$ cat src/common/ait_pkg.sv
// ----------------------------------------
// Two-wire target port constants and types
// ----------------------------------------
package ait_pkg;

    // ----------------------------------------
    // Target addresses
    // ----------------------------------------
    localparam logic [6:0] ADDR_PRIMARY = 7'h1D;
    localparam logic [6:0] ADDR_ALTERNATE = 7'h53;

    // ----------------------------------------
    // Timing
    // ----------------------------------------
    localparam int CLK_PERIOD_NS = 40;
    localparam int STD_SCL_KHZ = 100;
    localparam int FAST_SCL_KHZ = 400;
    localparam int SDA_HOLD_NS = 300;
    localparam int SDA_HOLD_CYC = (SDA_HOLD_NS + CLK_PERIOD_NS - 1) / CLK_PERIOD_NS;
    localparam logic [3:0] HOLD_CNT_INIT = 4'(SDA_HOLD_CYC);

    // ----------------------------------------
    // Byte framing and reset values
    // ----------------------------------------
    localparam logic [3:0] BITS_PER_BYTE = 4'h8;
    localparam logic [7:0] PTR_RESET = 8'h00;
    localparam logic [3:0] PINS_SYNC_RESET = 4'hF;

    typedef enum logic [2:0] {
        AIT_IDLE = 3'b000,
        AIT_ADDR = 3'b001,
        AIT_ADDR_ACK = 3'b010,
        AIT_WR_BYTE = 3'b011,
        AIT_WR_ACK = 3'b100,
        AIT_RD_BYTE = 3'b101,
        AIT_RD_ACK = 3'b110
    } ait_state_t;

    typedef struct packed {
        logic sel;
        logic strap;
        logic scl;
        logic sda;
    } ait_pins_t;

    typedef struct packed {
        logic [7:0] addr;
        logic [7:0] wrData;
        logic wrEn;
        logic rdEn;
    } ait_reg_req_t;

endpackage : ait_pkg

$ cat src/verilog/ait_target.sv
// Notes on behaviour
// - Bus-select high enables two-wire target operation
// - Works at standard and fast SCL rates
// - Single and multi-byte reads and writes accepted
// - Strap high: answers primary address
// - Strap low: answers alternate address
`timescale 1ns/1ps
`default_nettype none
module ait_target (
    // Clock and reset
    input wire logic clock,
    input wire logic sys_rst,
    // Strap and select pins
    input wire logic busSelect,
    input wire logic address_strap_pin,
    // Two-wire bus
    input wire logic sclIn,
    input wire logic sdaIn,
    output logic sdaOut,
    output logic sdaOe_n,
    // Register space
    output ait_pkg::ait_reg_req_t regReq,
    input wire logic [7:0] regRdData
);

    // ----------------------------------------
    // Pin synchronisers
    // ----------------------------------------
    ait_pkg::ait_pins_t pinsRaw;
    ait_pkg::ait_pins_t pinsS;
    logic [3:0] pinsSync;

    assign pinsRaw = '{sel: busSelect, strap: address_strap_pin, scl: sclIn, sda: sdaIn};

    ait_sync #(
        .WIDTH(4),
        .RESET_VAL(ait_pkg::PINS_SYNC_RESET)
    ) u_sync (
        .clock(clock),
        .sys_rst(sys_rst),
        .asyncIn(pinsRaw),
        .syncOut(pinsSync)
    );
    assign pinsS = ait_pkg::ait_pins_t'(pinsSync);

    // ----------------------------------------
    // State
    // ----------------------------------------
    ait_pkg::ait_state_t state_r, state_nxt;
    logic sclPrev_r, sclPrev_nxt;
    logic sdaPrev_r, sdaPrev_nxt;
    logic [3:0] bitCnt_r, bitCnt_nxt;
    logic [3:0] holdCnt_r, holdCnt_nxt;
    logic [7:0] shiftRx_r, shiftRx_nxt;
    logic [7:0] shiftTx_r, shiftTx_nxt;
    logic readDir_r, readDir_nxt;
    logic firstByte_r, firstByte_nxt;
    logic sdaOe_n_r, sdaOe_n_nxt;
    ait_pkg::ait_reg_req_t regReq_r, regReq_nxt;

    logic sclRise;
    logic sclFall;
    logic startCond;
    logic stopCond;
    logic fallDue;
    logic [6:0] ownAddr;

    // ----------------------------------------
    // Bus events
    // ----------------------------------------
    assign sclRise = pinsS.scl & ~sclPrev_r;
    assign sclFall = ~pinsS.scl & sclPrev_r;
    assign startCond = pinsS.scl & sclPrev_r & sdaPrev_r & ~pinsS.sda;
    assign stopCond = pinsS.scl & sclPrev_r & ~sdaPrev_r & pinsS.sda;
    // Data may only move once the hold time after SCL fall has passed
    assign fallDue = (holdCnt_r == 4'h1);
    assign ownAddr = pinsS.strap ? ait_pkg::ADDR_PRIMARY : ait_pkg::ADDR_ALTERNATE;

    // ----------------------------------------
    // Next state
    // ----------------------------------------
    always_comb begin
        state_nxt = state_r;
        sclPrev_nxt = pinsS.scl;
        sdaPrev_nxt = pinsS.sda;
        bitCnt_nxt = bitCnt_r;
        holdCnt_nxt = holdCnt_r;
        shiftRx_nxt = shiftRx_r;
        shiftTx_nxt = shiftTx_r;
        readDir_nxt = readDir_r;
        firstByte_nxt = firstByte_r;
        sdaOe_n_nxt = sdaOe_n_r;
        regReq_nxt = regReq_r;
        regReq_nxt.wrEn = 1'b0;
        regReq_nxt.rdEn = 1'b0;

        if (holdCnt_r != 4'h0) begin
            holdCnt_nxt = holdCnt_r - 4'h1;
        end
        if (sclFall) begin
            holdCnt_nxt = ait_pkg::HOLD_CNT_INIT;
        end
        if (regReq_r.wrEn || regReq_r.rdEn) begin
            regReq_nxt.addr = regReq_r.addr + 8'h01;
        end
        if (sclRise && (state_r == ait_pkg::AIT_ADDR || state_r == ait_pkg::AIT_WR_BYTE ||
                state_r == ait_pkg::AIT_RD_BYTE)) begin
            bitCnt_nxt = bitCnt_r + 4'h1;
            shiftRx_nxt = {shiftRx_r[6:0], pinsS.sda};
        end

        case (state_r)
            ait_pkg::AIT_IDLE: begin
            end
            ait_pkg::AIT_ADDR: begin
                if (fallDue && bitCnt_r == ait_pkg::BITS_PER_BYTE) begin
                    if (shiftRx_r[7:1] == ownAddr) begin
                        state_nxt = ait_pkg::AIT_ADDR_ACK;
                        sdaOe_n_nxt = 1'b0;
                        readDir_nxt = shiftRx_r[0];
                        regReq_nxt.rdEn = shiftRx_r[0];
                    end else begin
                        state_nxt = ait_pkg::AIT_IDLE;
                    end
                end
            end
            ait_pkg::AIT_ADDR_ACK: begin
                if (fallDue) begin
                    bitCnt_nxt = 4'h0;
                    if (readDir_r) begin
                        state_nxt = ait_pkg::AIT_RD_BYTE;
                        sdaOe_n_nxt = regRdData[7];
                        shiftTx_nxt = {regRdData[6:0], 1'b1};
                    end else begin
                        state_nxt = ait_pkg::AIT_WR_BYTE;
                        sdaOe_n_nxt = 1'b1;
                    end
                end
            end
            ait_pkg::AIT_WR_BYTE: begin
                if (fallDue && bitCnt_r == ait_pkg::BITS_PER_BYTE) begin
                    state_nxt = ait_pkg::AIT_WR_ACK;
                    sdaOe_n_nxt = 1'b0;
                    firstByte_nxt = 1'b0;
                    if (firstByte_r) begin
                        regReq_nxt.addr = shiftRx_r;
                    end else begin
                        regReq_nxt.wrData = shiftRx_r;
                        regReq_nxt.wrEn = 1'b1;
                    end
                end
            end
            ait_pkg::AIT_WR_ACK: begin
                if (fallDue) begin
                    state_nxt = ait_pkg::AIT_WR_BYTE;
                    sdaOe_n_nxt = 1'b1;
                    bitCnt_nxt = 4'h0;
                end
            end
            ait_pkg::AIT_RD_BYTE: begin
                if (fallDue) begin
                    if (bitCnt_r == ait_pkg::BITS_PER_BYTE) begin
                        state_nxt = ait_pkg::AIT_RD_ACK;
                        sdaOe_n_nxt = 1'b1;
                        bitCnt_nxt = 4'h0;
                    end else begin
                        sdaOe_n_nxt = shiftTx_r[7];
                        shiftTx_nxt = {shiftTx_r[6:0], 1'b1};
                    end
                end
            end
            ait_pkg::AIT_RD_ACK: begin
                if (sclRise) begin
                    if (pinsS.sda) begin
                        // Controller said no more; wait for stop or restart
                        state_nxt = ait_pkg::AIT_IDLE;
                    end else begin
                        regReq_nxt.rdEn = 1'b1;
                    end
                end
                if (fallDue) begin
                    state_nxt = ait_pkg::AIT_RD_BYTE;
                    sdaOe_n_nxt = regRdData[7];
                    shiftTx_nxt = {regRdData[6:0], 1'b1};
                end
            end
            default: begin
                state_nxt = ait_pkg::AIT_IDLE;
                sdaOe_n_nxt = 1'b1;
            end
        endcase

        // Restart keeps the pointer so a read can follow a pointer write
        if (startCond) begin
            state_nxt = ait_pkg::AIT_ADDR;
            bitCnt_nxt = 4'h0;
            holdCnt_nxt = 4'h0;
            firstByte_nxt = 1'b1;
            sdaOe_n_nxt = 1'b1;
        end
        if (stopCond || !pinsS.sel) begin
            state_nxt = ait_pkg::AIT_IDLE;
            sdaOe_n_nxt = 1'b1;
        end
    end

    // ----------------------------------------
    // Registers
    // ----------------------------------------
    always_ff @(posedge clock or posedge sys_rst) begin
        if (sys_rst) begin
            state_r <= ait_pkg::AIT_IDLE;
            sclPrev_r <= 1'b1;
            sdaPrev_r <= 1'b1;
            bitCnt_r <= 4'h0;
            holdCnt_r <= 4'h0;
            shiftRx_r <= 8'h00;
            shiftTx_r <= 8'hFF;
            readDir_r <= 1'b0;
            firstByte_r <= 1'b1;
            sdaOe_n_r <= 1'b1;
            regReq_r <= '{addr: ait_pkg::PTR_RESET, wrData: 8'h00, wrEn: 1'b0, rdEn: 1'b0};
            sdaOut <= 1'b0;
        end else begin
            state_r <= state_nxt;
            sclPrev_r <= sclPrev_nxt;
            sdaPrev_r <= sdaPrev_nxt;
            bitCnt_r <= bitCnt_nxt;
            holdCnt_r <= holdCnt_nxt;
            shiftRx_r <= shiftRx_nxt;
            shiftTx_r <= shiftTx_nxt;
            readDir_r <= readDir_nxt;
            firstByte_r <= firstByte_nxt;
            sdaOe_n_r <= sdaOe_n_nxt;
            regReq_r <= regReq_nxt;
            sdaOut <= 1'b0;
        end
    end

    assign sdaOe_n = sdaOe_n_r;
    assign regReq = regReq_r;
endmodule : ait_target
`default_nettype wire

$ cat src/verilog/ait_sync.sv
`timescale 1ns/1ps
`default_nettype none
module ait_sync #(
    parameter int WIDTH = 4,
    parameter logic [WIDTH-1:0] RESET_VAL = '1
) (
    // Clock and reset
    input wire logic clock,
    input wire logic sys_rst,
    // Pins in, synchronised out
    input wire logic [WIDTH-1:0] asyncIn,
    output logic [WIDTH-1:0] syncOut
);

    genvar i;
    generate
        for (i = 0; i < WIDTH; i++) begin : g_bit
            logic stage1_r;
            logic stage2_r;
            always_ff @(posedge clock or posedge sys_rst) begin
                if (sys_rst) begin
                    stage1_r <= RESET_VAL[i];
                    stage2_r <= RESET_VAL[i];
                end else begin
                    stage1_r <= asyncIn[i];
                    stage2_r <= stage1_r;
                end
            end
            assign syncOut[i] = stage2_r;
        end
    endgenerate

endmodule : ait_sync
`default_nettype wire

$ cat config.mk
export PLATFORM = sky130hd
export DESIGN_NAME = ait_target
export DESIGN_NICKNAME = d
export VERILOG_FILES = /design/src/common/ait_pkg.sv /design/src/verilog/ait_target.sv /design/src/verilog/ait_sync.sv
export SDC_FILE = /design/constraint.sdc
export NUM_CORES = 1
export LEC_CHECK = 0
export BUFFER_PORTS_ARGS = -buffer_cell sky130_fd_sc_hd__buf_2
export CORE_ASPECT_RATIO = 0.8
export CORE_MARGIN = 3
export CORE_UTILIZATION = 45
export CTS_BUF_LIST = sky130_fd_sc_hd__clkbuf_4
export CTS_CLUSTER_SIZE = 20
export DETAILED_ROUTE_END_ITERATION = 12
export PLACE_DENSITY_LB_ADDON = 0.12
export SYNTH_ARGS = -nofsm -noshare
export SYNTH_HDL_FRONTEND = slang
export SYNTH_SLANG_ARGS = --single-unit
$ cat constraint.sdc
create_clock -name clock -period 2.6 [get_ports clock]
set_input_delay 0.26 -clock clock [delete_from_list [all_inputs] [get_ports clock]]
set_output_delay 0.26 -clock clock [all_outputs]
set_load 0.02 [all_outputs]
# ---- Word level (Yosys, flattened, before mapping)
# Index checks and enable logic that the tools add are counted.
dict set report totals {
  mem_count 0
  latch_bits 0
  reg_bits 58
  rom_bits 0
  ramBits 0
  in_bits 14
}
dict set report classes {
  n_mux 54
  reduce_logical 20
  n_eq_ne 25
  div 0
  multipliers 0
  shift 0
  n_bitwise 12
  order_cmp 0
  addsub 3
}
# operator count
set ops {}
lappend ops {{8-bit 2-to-1 mux} 7}
lappend ops {{3-bit 2-to-1 mux} 12}
lappend ops {{17-bit 2-to-1 mux} 2}
lappend ops {{4-bit 2-to-1 mux} 8}
lappend ops {{8-bit case mux with 3 select lines} 1}
lappend ops {{3-bit case mux with 7 select lines} 1}
lappend ops {{1-bit 2-to-1 mux} 17}
lappend ops {{4-bit by 2-bit != test with 1-bit output, second input constant} 4}
lappend ops {{4-bit != test, second input constant} 3}
lappend ops {{2-bit != test, second input constant} 5}
lappend ops {{3-bit == test, second input constant} 3}
lappend ops {{9-bit 2-to-1 mux} 1}
lappend ops {{9-bit AND reduction} 1}
lappend ops {{8-bit by 1-bit adder with 8-bit output, second input constant} 1}
lappend ops {{4-bit case mux with 2 select lines} 1}
lappend ops {{8-bit AND reduction} 1}
lappend ops {{1-bit bitwise AND} 7}
lappend ops {{7-bit == test} 1}
lappend ops {{7-bit 2-to-1 mux} 1}
lappend ops {{1-bit case mux with 7 select lines} 1}
lappend ops {{3-bit by 2-bit == test with 1-bit output, second input constant} 2}
lappend ops {{3-bit AND reduction} 2}
lappend ops {{6-bit AND reduction} 1}
lappend ops {{3-bit nonzero test} 2}
lappend ops {{20 further kinds} 29}

# ---- Longest topological paths before layout
dict set report logic_depth {
  word_depth 9
  depth_mapped 9
}

# ---- Hierarchy
# Synthesis repeated with hierarchy kept, for this count alone.
dict set report unflattened {
  cells_unflattened 272
  area_unflattened_um2 2884.0
}
# mod cells_per_inst area_per_inst_um2 n_inst
set modules_own_cells {}
lappend modules_own_cells {ait_target 259 2640.0 1}
lappend modules_own_cells {ait_sync 13 244.0 1}

# ---- Worst setup path after synthesis
# Ideal clock, no wire load.
dict set report synth_timing {
  kind {flip-flop to flip-flop}
  from {register holdCnt_r[1]}
  to {register regReq_r, in the netlist regReq[2]}
  t_arrival_ns 1.942
  stages_incl_launch_ff 9
  required_time_ns 2.475
  path_buffers 1
  setup_slack_ns 0.533
  cell_sequence {dfrtp_1 > inv_1 > ha_1 > or3b_1 > buf_6 > nor3_4 > nand3_1 > nor2_4 > mux2_2}
}
dict set report synth_between {
  elab_chain_cells 3
}
# item line_no
set synth_lines {}
lappend synth_lines {{start: declaration} ait_target.sv:53} ;# logic [3:0] holdCnt_r, holdCnt_nxt;
lappend synth_lines {{start signal: assignment} ait_target.sv:229} ;# holdCnt_r <= holdCnt_nxt;
lappend synth_lines {{4-bit by 1-bit == test with 1-bit output} ait_target.sv:76} ;# assign fallDue = (holdCnt_r == 4'h1);
lappend synth_lines {{1-bit logical AND} ait_target.sv:141} ;# if (fallDue && bitCnt_r == ait_pkg::BITS_PER_BYTE) begin
lappend synth_lines {{3-bit AND reduction (no source line)} -}
lappend synth_lines {{end signal: assignment} ait_target.sv:222} ;# regReq_r <= '{addr: ait_pkg::PTR_RESET, wrData: 8'h00, wrEn: 1'b0, rdEn: 1'b0};
lappend synth_lines {{end signal: assignment} ait_target.sv:235} ;# regReq_r <= regReq_nxt;
lappend synth_lines {{end: declaration} ait_target.sv:59} ;# ait_pkg::ait_reg_req_t regReq_r, regReq_nxt;
# Every way passes these cells.
# A chain may end at the register's enable or synchronous reset.

# ---- Final worst setup path
dict set report layout_timing {
  from {register holdCnt_r[1]}
  to {register regReq_r, in the netlist regReq[4]}
}
# Same word-level chain as after synthesis.

==> impl_results.rst <==
.. list-table::
   :header-rows: 1

   * - Metric
     - Value
   * - Outcome
     - finished clean
   * - Top Family by Delay on Critical Path
     - simple AND/OR/NAND/NOR gates
   * - Most area-consuming cells after synthesis
     - dfrtp_1 (34%), dfstp_2 (18%), mux2_2 (11%)
   * - Most common library cell in the layout ignoring fill and taps
     - dfrtp_1
   * - Master of the slowest instance on the critical path
     - or3b_1
   * - Max-capacitance violation count
     - 0
   * - Relative contribution of combinational cells to total power
     - 17.5%
   * - Placed cell area
     - 0.00303 mm2
   * - Path type of the worst min-delay path
     - primary input to register
   * - CP startpoint kind
     - register
   * - Period Utilization, post-route
     - 90.4%
   * - Iteration-0 DRC Markers
     - 120
   * - Power per cell area
     - 627 mW/mm2
   * - Max Fclk
     - 0.425 GHz
   * - Final ANT Viol Nets
     - 0
   * - RSZ-0062 raised after global routing
     - false
   * - Mean cell area of the mapped netlist
     - 11.4 um2
   * - Synth async-reset ratio
     - 100%
   * - Type of the worst setup path
     - register to register
   * - Die ar.
     - 0.00713 mm2
   * - Buffer cell driving the clock tree root
     - clkbuf_4
   * - Final net count
     - 306
   * - Core Footprint
     - 0.00571 mm2
   * - DPL Wire Length
     - 3.80 mm
   * - Most instantiated flip-flop cell in the synthesis netlist
     - dfrtp_1
   * - Final cell utilization of the core
     - 55.8%
   * - Worst IR Drop VDD
     - 0.391 mV
   * - Total clock buffers created by CTS
     - 9
   * - Data arrival time of the critical path
     - 2.63 ns
   * - Switching share of power
     - 30.9%
   * - Final max-slew violation count
     - 0
   * - Reg2Reg Depth
     - 7
   * - End of the worst register-to-register path
     - regReq[4]$_DFFE_PP0P_
   * - Reg-to-reg slack, setup
     - 0.25 ns
   * - Final hold slack
     - 0.152 ns
   * - Post-synthesis net count
     - 262
   * - Pin count of the biggest net entering global routing
     - 33
   * - EDFF count, synth
     - 0
   * - Area of the mapped netlist
     - 0.00277 mm2
   * - Portion of the post-synthesis area used by sequential elements
     - 52.4%
   * - Count of cells along the worst hold path
     - 3
   * - Synthesized flop and latch total
     - 57
   * - IO buf count
     - 32
   * - Internal Pwr Total
     - 1.38 mW
   * - CTS clk-pin slew, worst paths
     - 0.09 ns
   * - Longest individual stage delay on the worst path
     - 0.51 ns
   * - Number of antenna violations at the first check in global routing
     - 0
   * - Max-slew headroom at the worst pin
     - 57.3%
   * - Number of sinks on the clock net
     - 57
   * - Detailed-route DRC error count
     - 0
   * - Leakage dissipation
     - 1.49 nW
   * - Count of unique library cells instantiated by Yosys
     - 53
   * - Initial core utilization
     - 48.5%
   * - Final wirelength
     - 5.42 mm
   * - CTS tree
     - yes
   * - Share of the synthesized area in the top cell type
     - 34.4%
   * - Detailed-routing iteration count for the pre-antenna-repair pass
     - 4
   * - Final Hold Violating Endpoints
     - 0
   * - Signed area change from the synthesized netlist to the final layout
     - 15.1%
   * - Worst Hold Launch
     - regRdData[0]
   * - Summed negative setup slack over all endpoints
     - 0 ns
   * - Via count of the first global-routing pass
     - 1,945
   * - Post-route cell area
     - 0.00318 mm2
   * - Slew of the pin with the lowest slew margin
     - 0.640 ns
   * - Most used cells in the layout excluding fill and tap cells
     - dfrtp_1 (38), buf_2 (32), mux2_2 (28), nor2_1 (28), dfstp_2 (19)
   * - CTS HTree Levels
     - 3
   * - Global-route usage over all layers
     - 17.2%
   * - Vias
     - 1,956
   * - Number of failing setup endpoints in the final timing report
     - 0
   * - Number of vias per cell
     - 5.29
   * - Critical Path End Type
     - register
   * - Crit-path cells
     - inv_1 > ha_1 > or3b_1 > nor3_4 > nand3_1 > nor2_4 > mux2_2
   * - Overall die height
     - 76.1 um
   * - Routability Congestion
     - 0.799
   * - Wire length per cell after detailed routing
     - 14.6 um
   * - NetSw
     - 0.617 mW
   * - ANT cells
     - 0
   * - I/O pin count
     - 34
   * - Largest clock skew in the final design
     - 0.0123 ns
   * - Number of core rows
     - 24
   * - Aggregate global routing overflow
     - 0
   * - Buffers & Inverters on Critical Path
     - 1
   * - Biggest fanout along the worst timing path
     - 9
   * - Required arrival time at the worst endpoint
     - 2.88 ns
   * - Total setup buffers inserted after CTS
     - 0
   * - Top cell type by total area after synthesis
     - dfrtp_1
   * - Layout cells sized above 1
     - 35.3%
   * - Final period demand of the worst path
     - 2.35 ns
   * - Gate count of the mapped netlist
     - 243
   * - Share of power burned in registers
     - 56.4%
   * - YS warnings
     - 0
   * - Width of the chip
     - 93.6 um
   * - Endpoint with the worst hold slack
     - shiftTx_r[1]$_DFFE_PP1P_
   * - Part of the total power dissipated in the clock network
     - 26.1%
   * - First-pass GRT wire length
     - 9.65 mm
   * - Worst setup timing slack at the placement stage
     - 0.253 ns
   * - Worst R2R Start
     - holdCnt_r[1]$_DFFE_PP0P_
   * - Min setup slack post-route
     - 0.249 ns
   * - Maximum count of clock buffers along a single path
     - 2
   * - Clock latency at the later pin of the worst-skew pair
     - 0.40 ns
-- flip-flops by register name (all words and copies together), names as in the netlist --
register               flops
holdCnt_r                  4
sdaPrev_r                  1
readDir_r                  1
u_sync.g_bit.stage1_r      4
shiftTx_r                  7
sdaOe_n                    1
sclPrev_r                  1
shiftRx_r                  8
state_r                    3
regReq                    18
firstByte_r                1
bitCnt_r                   4
u_sync.g_bit.stage2_r      4
-- worst max path at each step --
stage	startpoint	to	slack [ns]	depth (start not counted)
3_5_place_dp	holdCnt_r[1]$_DFFE_PP0P_	regReq[6]$_DFFE_PP0P_	0.25	7
4_1_cts	holdCnt_r[1]$_DFFE_PP0P_	regReq[4]$_DFFE_PP0P_	0.23	7
2_1_floorplan	holdCnt_r[1]$_DFFE_PP0P_	regReq[2]$_DFFE_PP0P_	0.53	8
3_3_place_gp	holdCnt_r[1]$_DFFE_PP0P_	regReq[8]$_DFFE_PP0P_	0.32	7
6_report	holdCnt_r[1]$_DFFE_PP0P_	regReq[4]$_DFFE_PP0P_	0.25	7
5_1_grt	holdCnt_r[1]$_DFFE_PP0P_	regReq[4]$_DFFE_PP0P_	0.06	7
-- per-stage QoR --
stage | power (mW) | std cells
after floorplan | 1.38 | 243
after global placement | 1.47 | 349
after detailed placement | 1.48 | 349
after CTS | 2.02 | 370
after global routing | 2.14 | 370
final | 1.99 | 370
-- logic make-up after synthesis --
kind of cell / Yosys count / synth area share (%)
other cells: 1 / 0.136
compound gates: 42 / 9.95
fa+ha+maj: 5 / 2.26
flops: 57 / 52.4
xor+xnor: 12 / 3.80
buf+inv: 17 / 2.81
mux: 33 / 13.2
simple gates: 76 / 15.4
-- power by group through the flow --
stage               Sequential, mW  Clock (mW)  Combinational, mW
floorplan                     1.09           0              0.286
global placement              1.14           0              0.332
detailed placement            1.14           0              0.343
CTS                           1.12       0.544              0.353
global route                  1.15       0.592              0.399
finish                        1.13       0.520              0.349
-- cells in the mapped netlist (all sizes together) (2+ instances only) --
library cell,number
dfrtp,38
nor2,29
mux2,28
dfstp,19
a21oi,15
nand2,12
inv,8
o21ai,8
xnor2,6
xor2,6
buf,5
ha,5
mux2i,5
clkbuf,4
nand2b,4
nand3,4
nand3b,3
nand4,3
nor2b,3
nor3,3
nor3b,3
a211oi,2
a21o,2
and4b,2
nor4bb,2
o2111ai,2
o22ai,2
o31ai,2
-- repair_timing --
item	4_1_cts	5_1_grt
endpoints found under the hold margin	11	0
setup endpoints to repair	0	0
resized for setup	0	0
hold buffers	5	0
-- final cells by class --
class / count / area (um2)
well taps: 78 / 97.6
inverters: 8 / 30.0
flip-flops and latches: 57 / 1450
clock buffers: 11 / 82.6
fillers: 539 / 2520
repair buffers: 42 / 260
multi-input cells: 169 / 1240
clock inverters: 5 / 23.8
-- tightest hold or removal path: cells and delay by family --
family	cells	cell delay, ns
buffers and inverters	1	0.10
AOI/OAI and AO/OA	2	0.19
-- per-layer routing --
layer / routed length, um / track usage (%) / up-vias
met3: 279 / 5.92 / 10
li1: - / - / 961
met4: 76 / 5.63 / 0
met5: 0 / 0 / -
met2: 2270 / 23.1 / 52
met1: 2800 / 25.9 / 933
(Power assumes the default switching activity.)
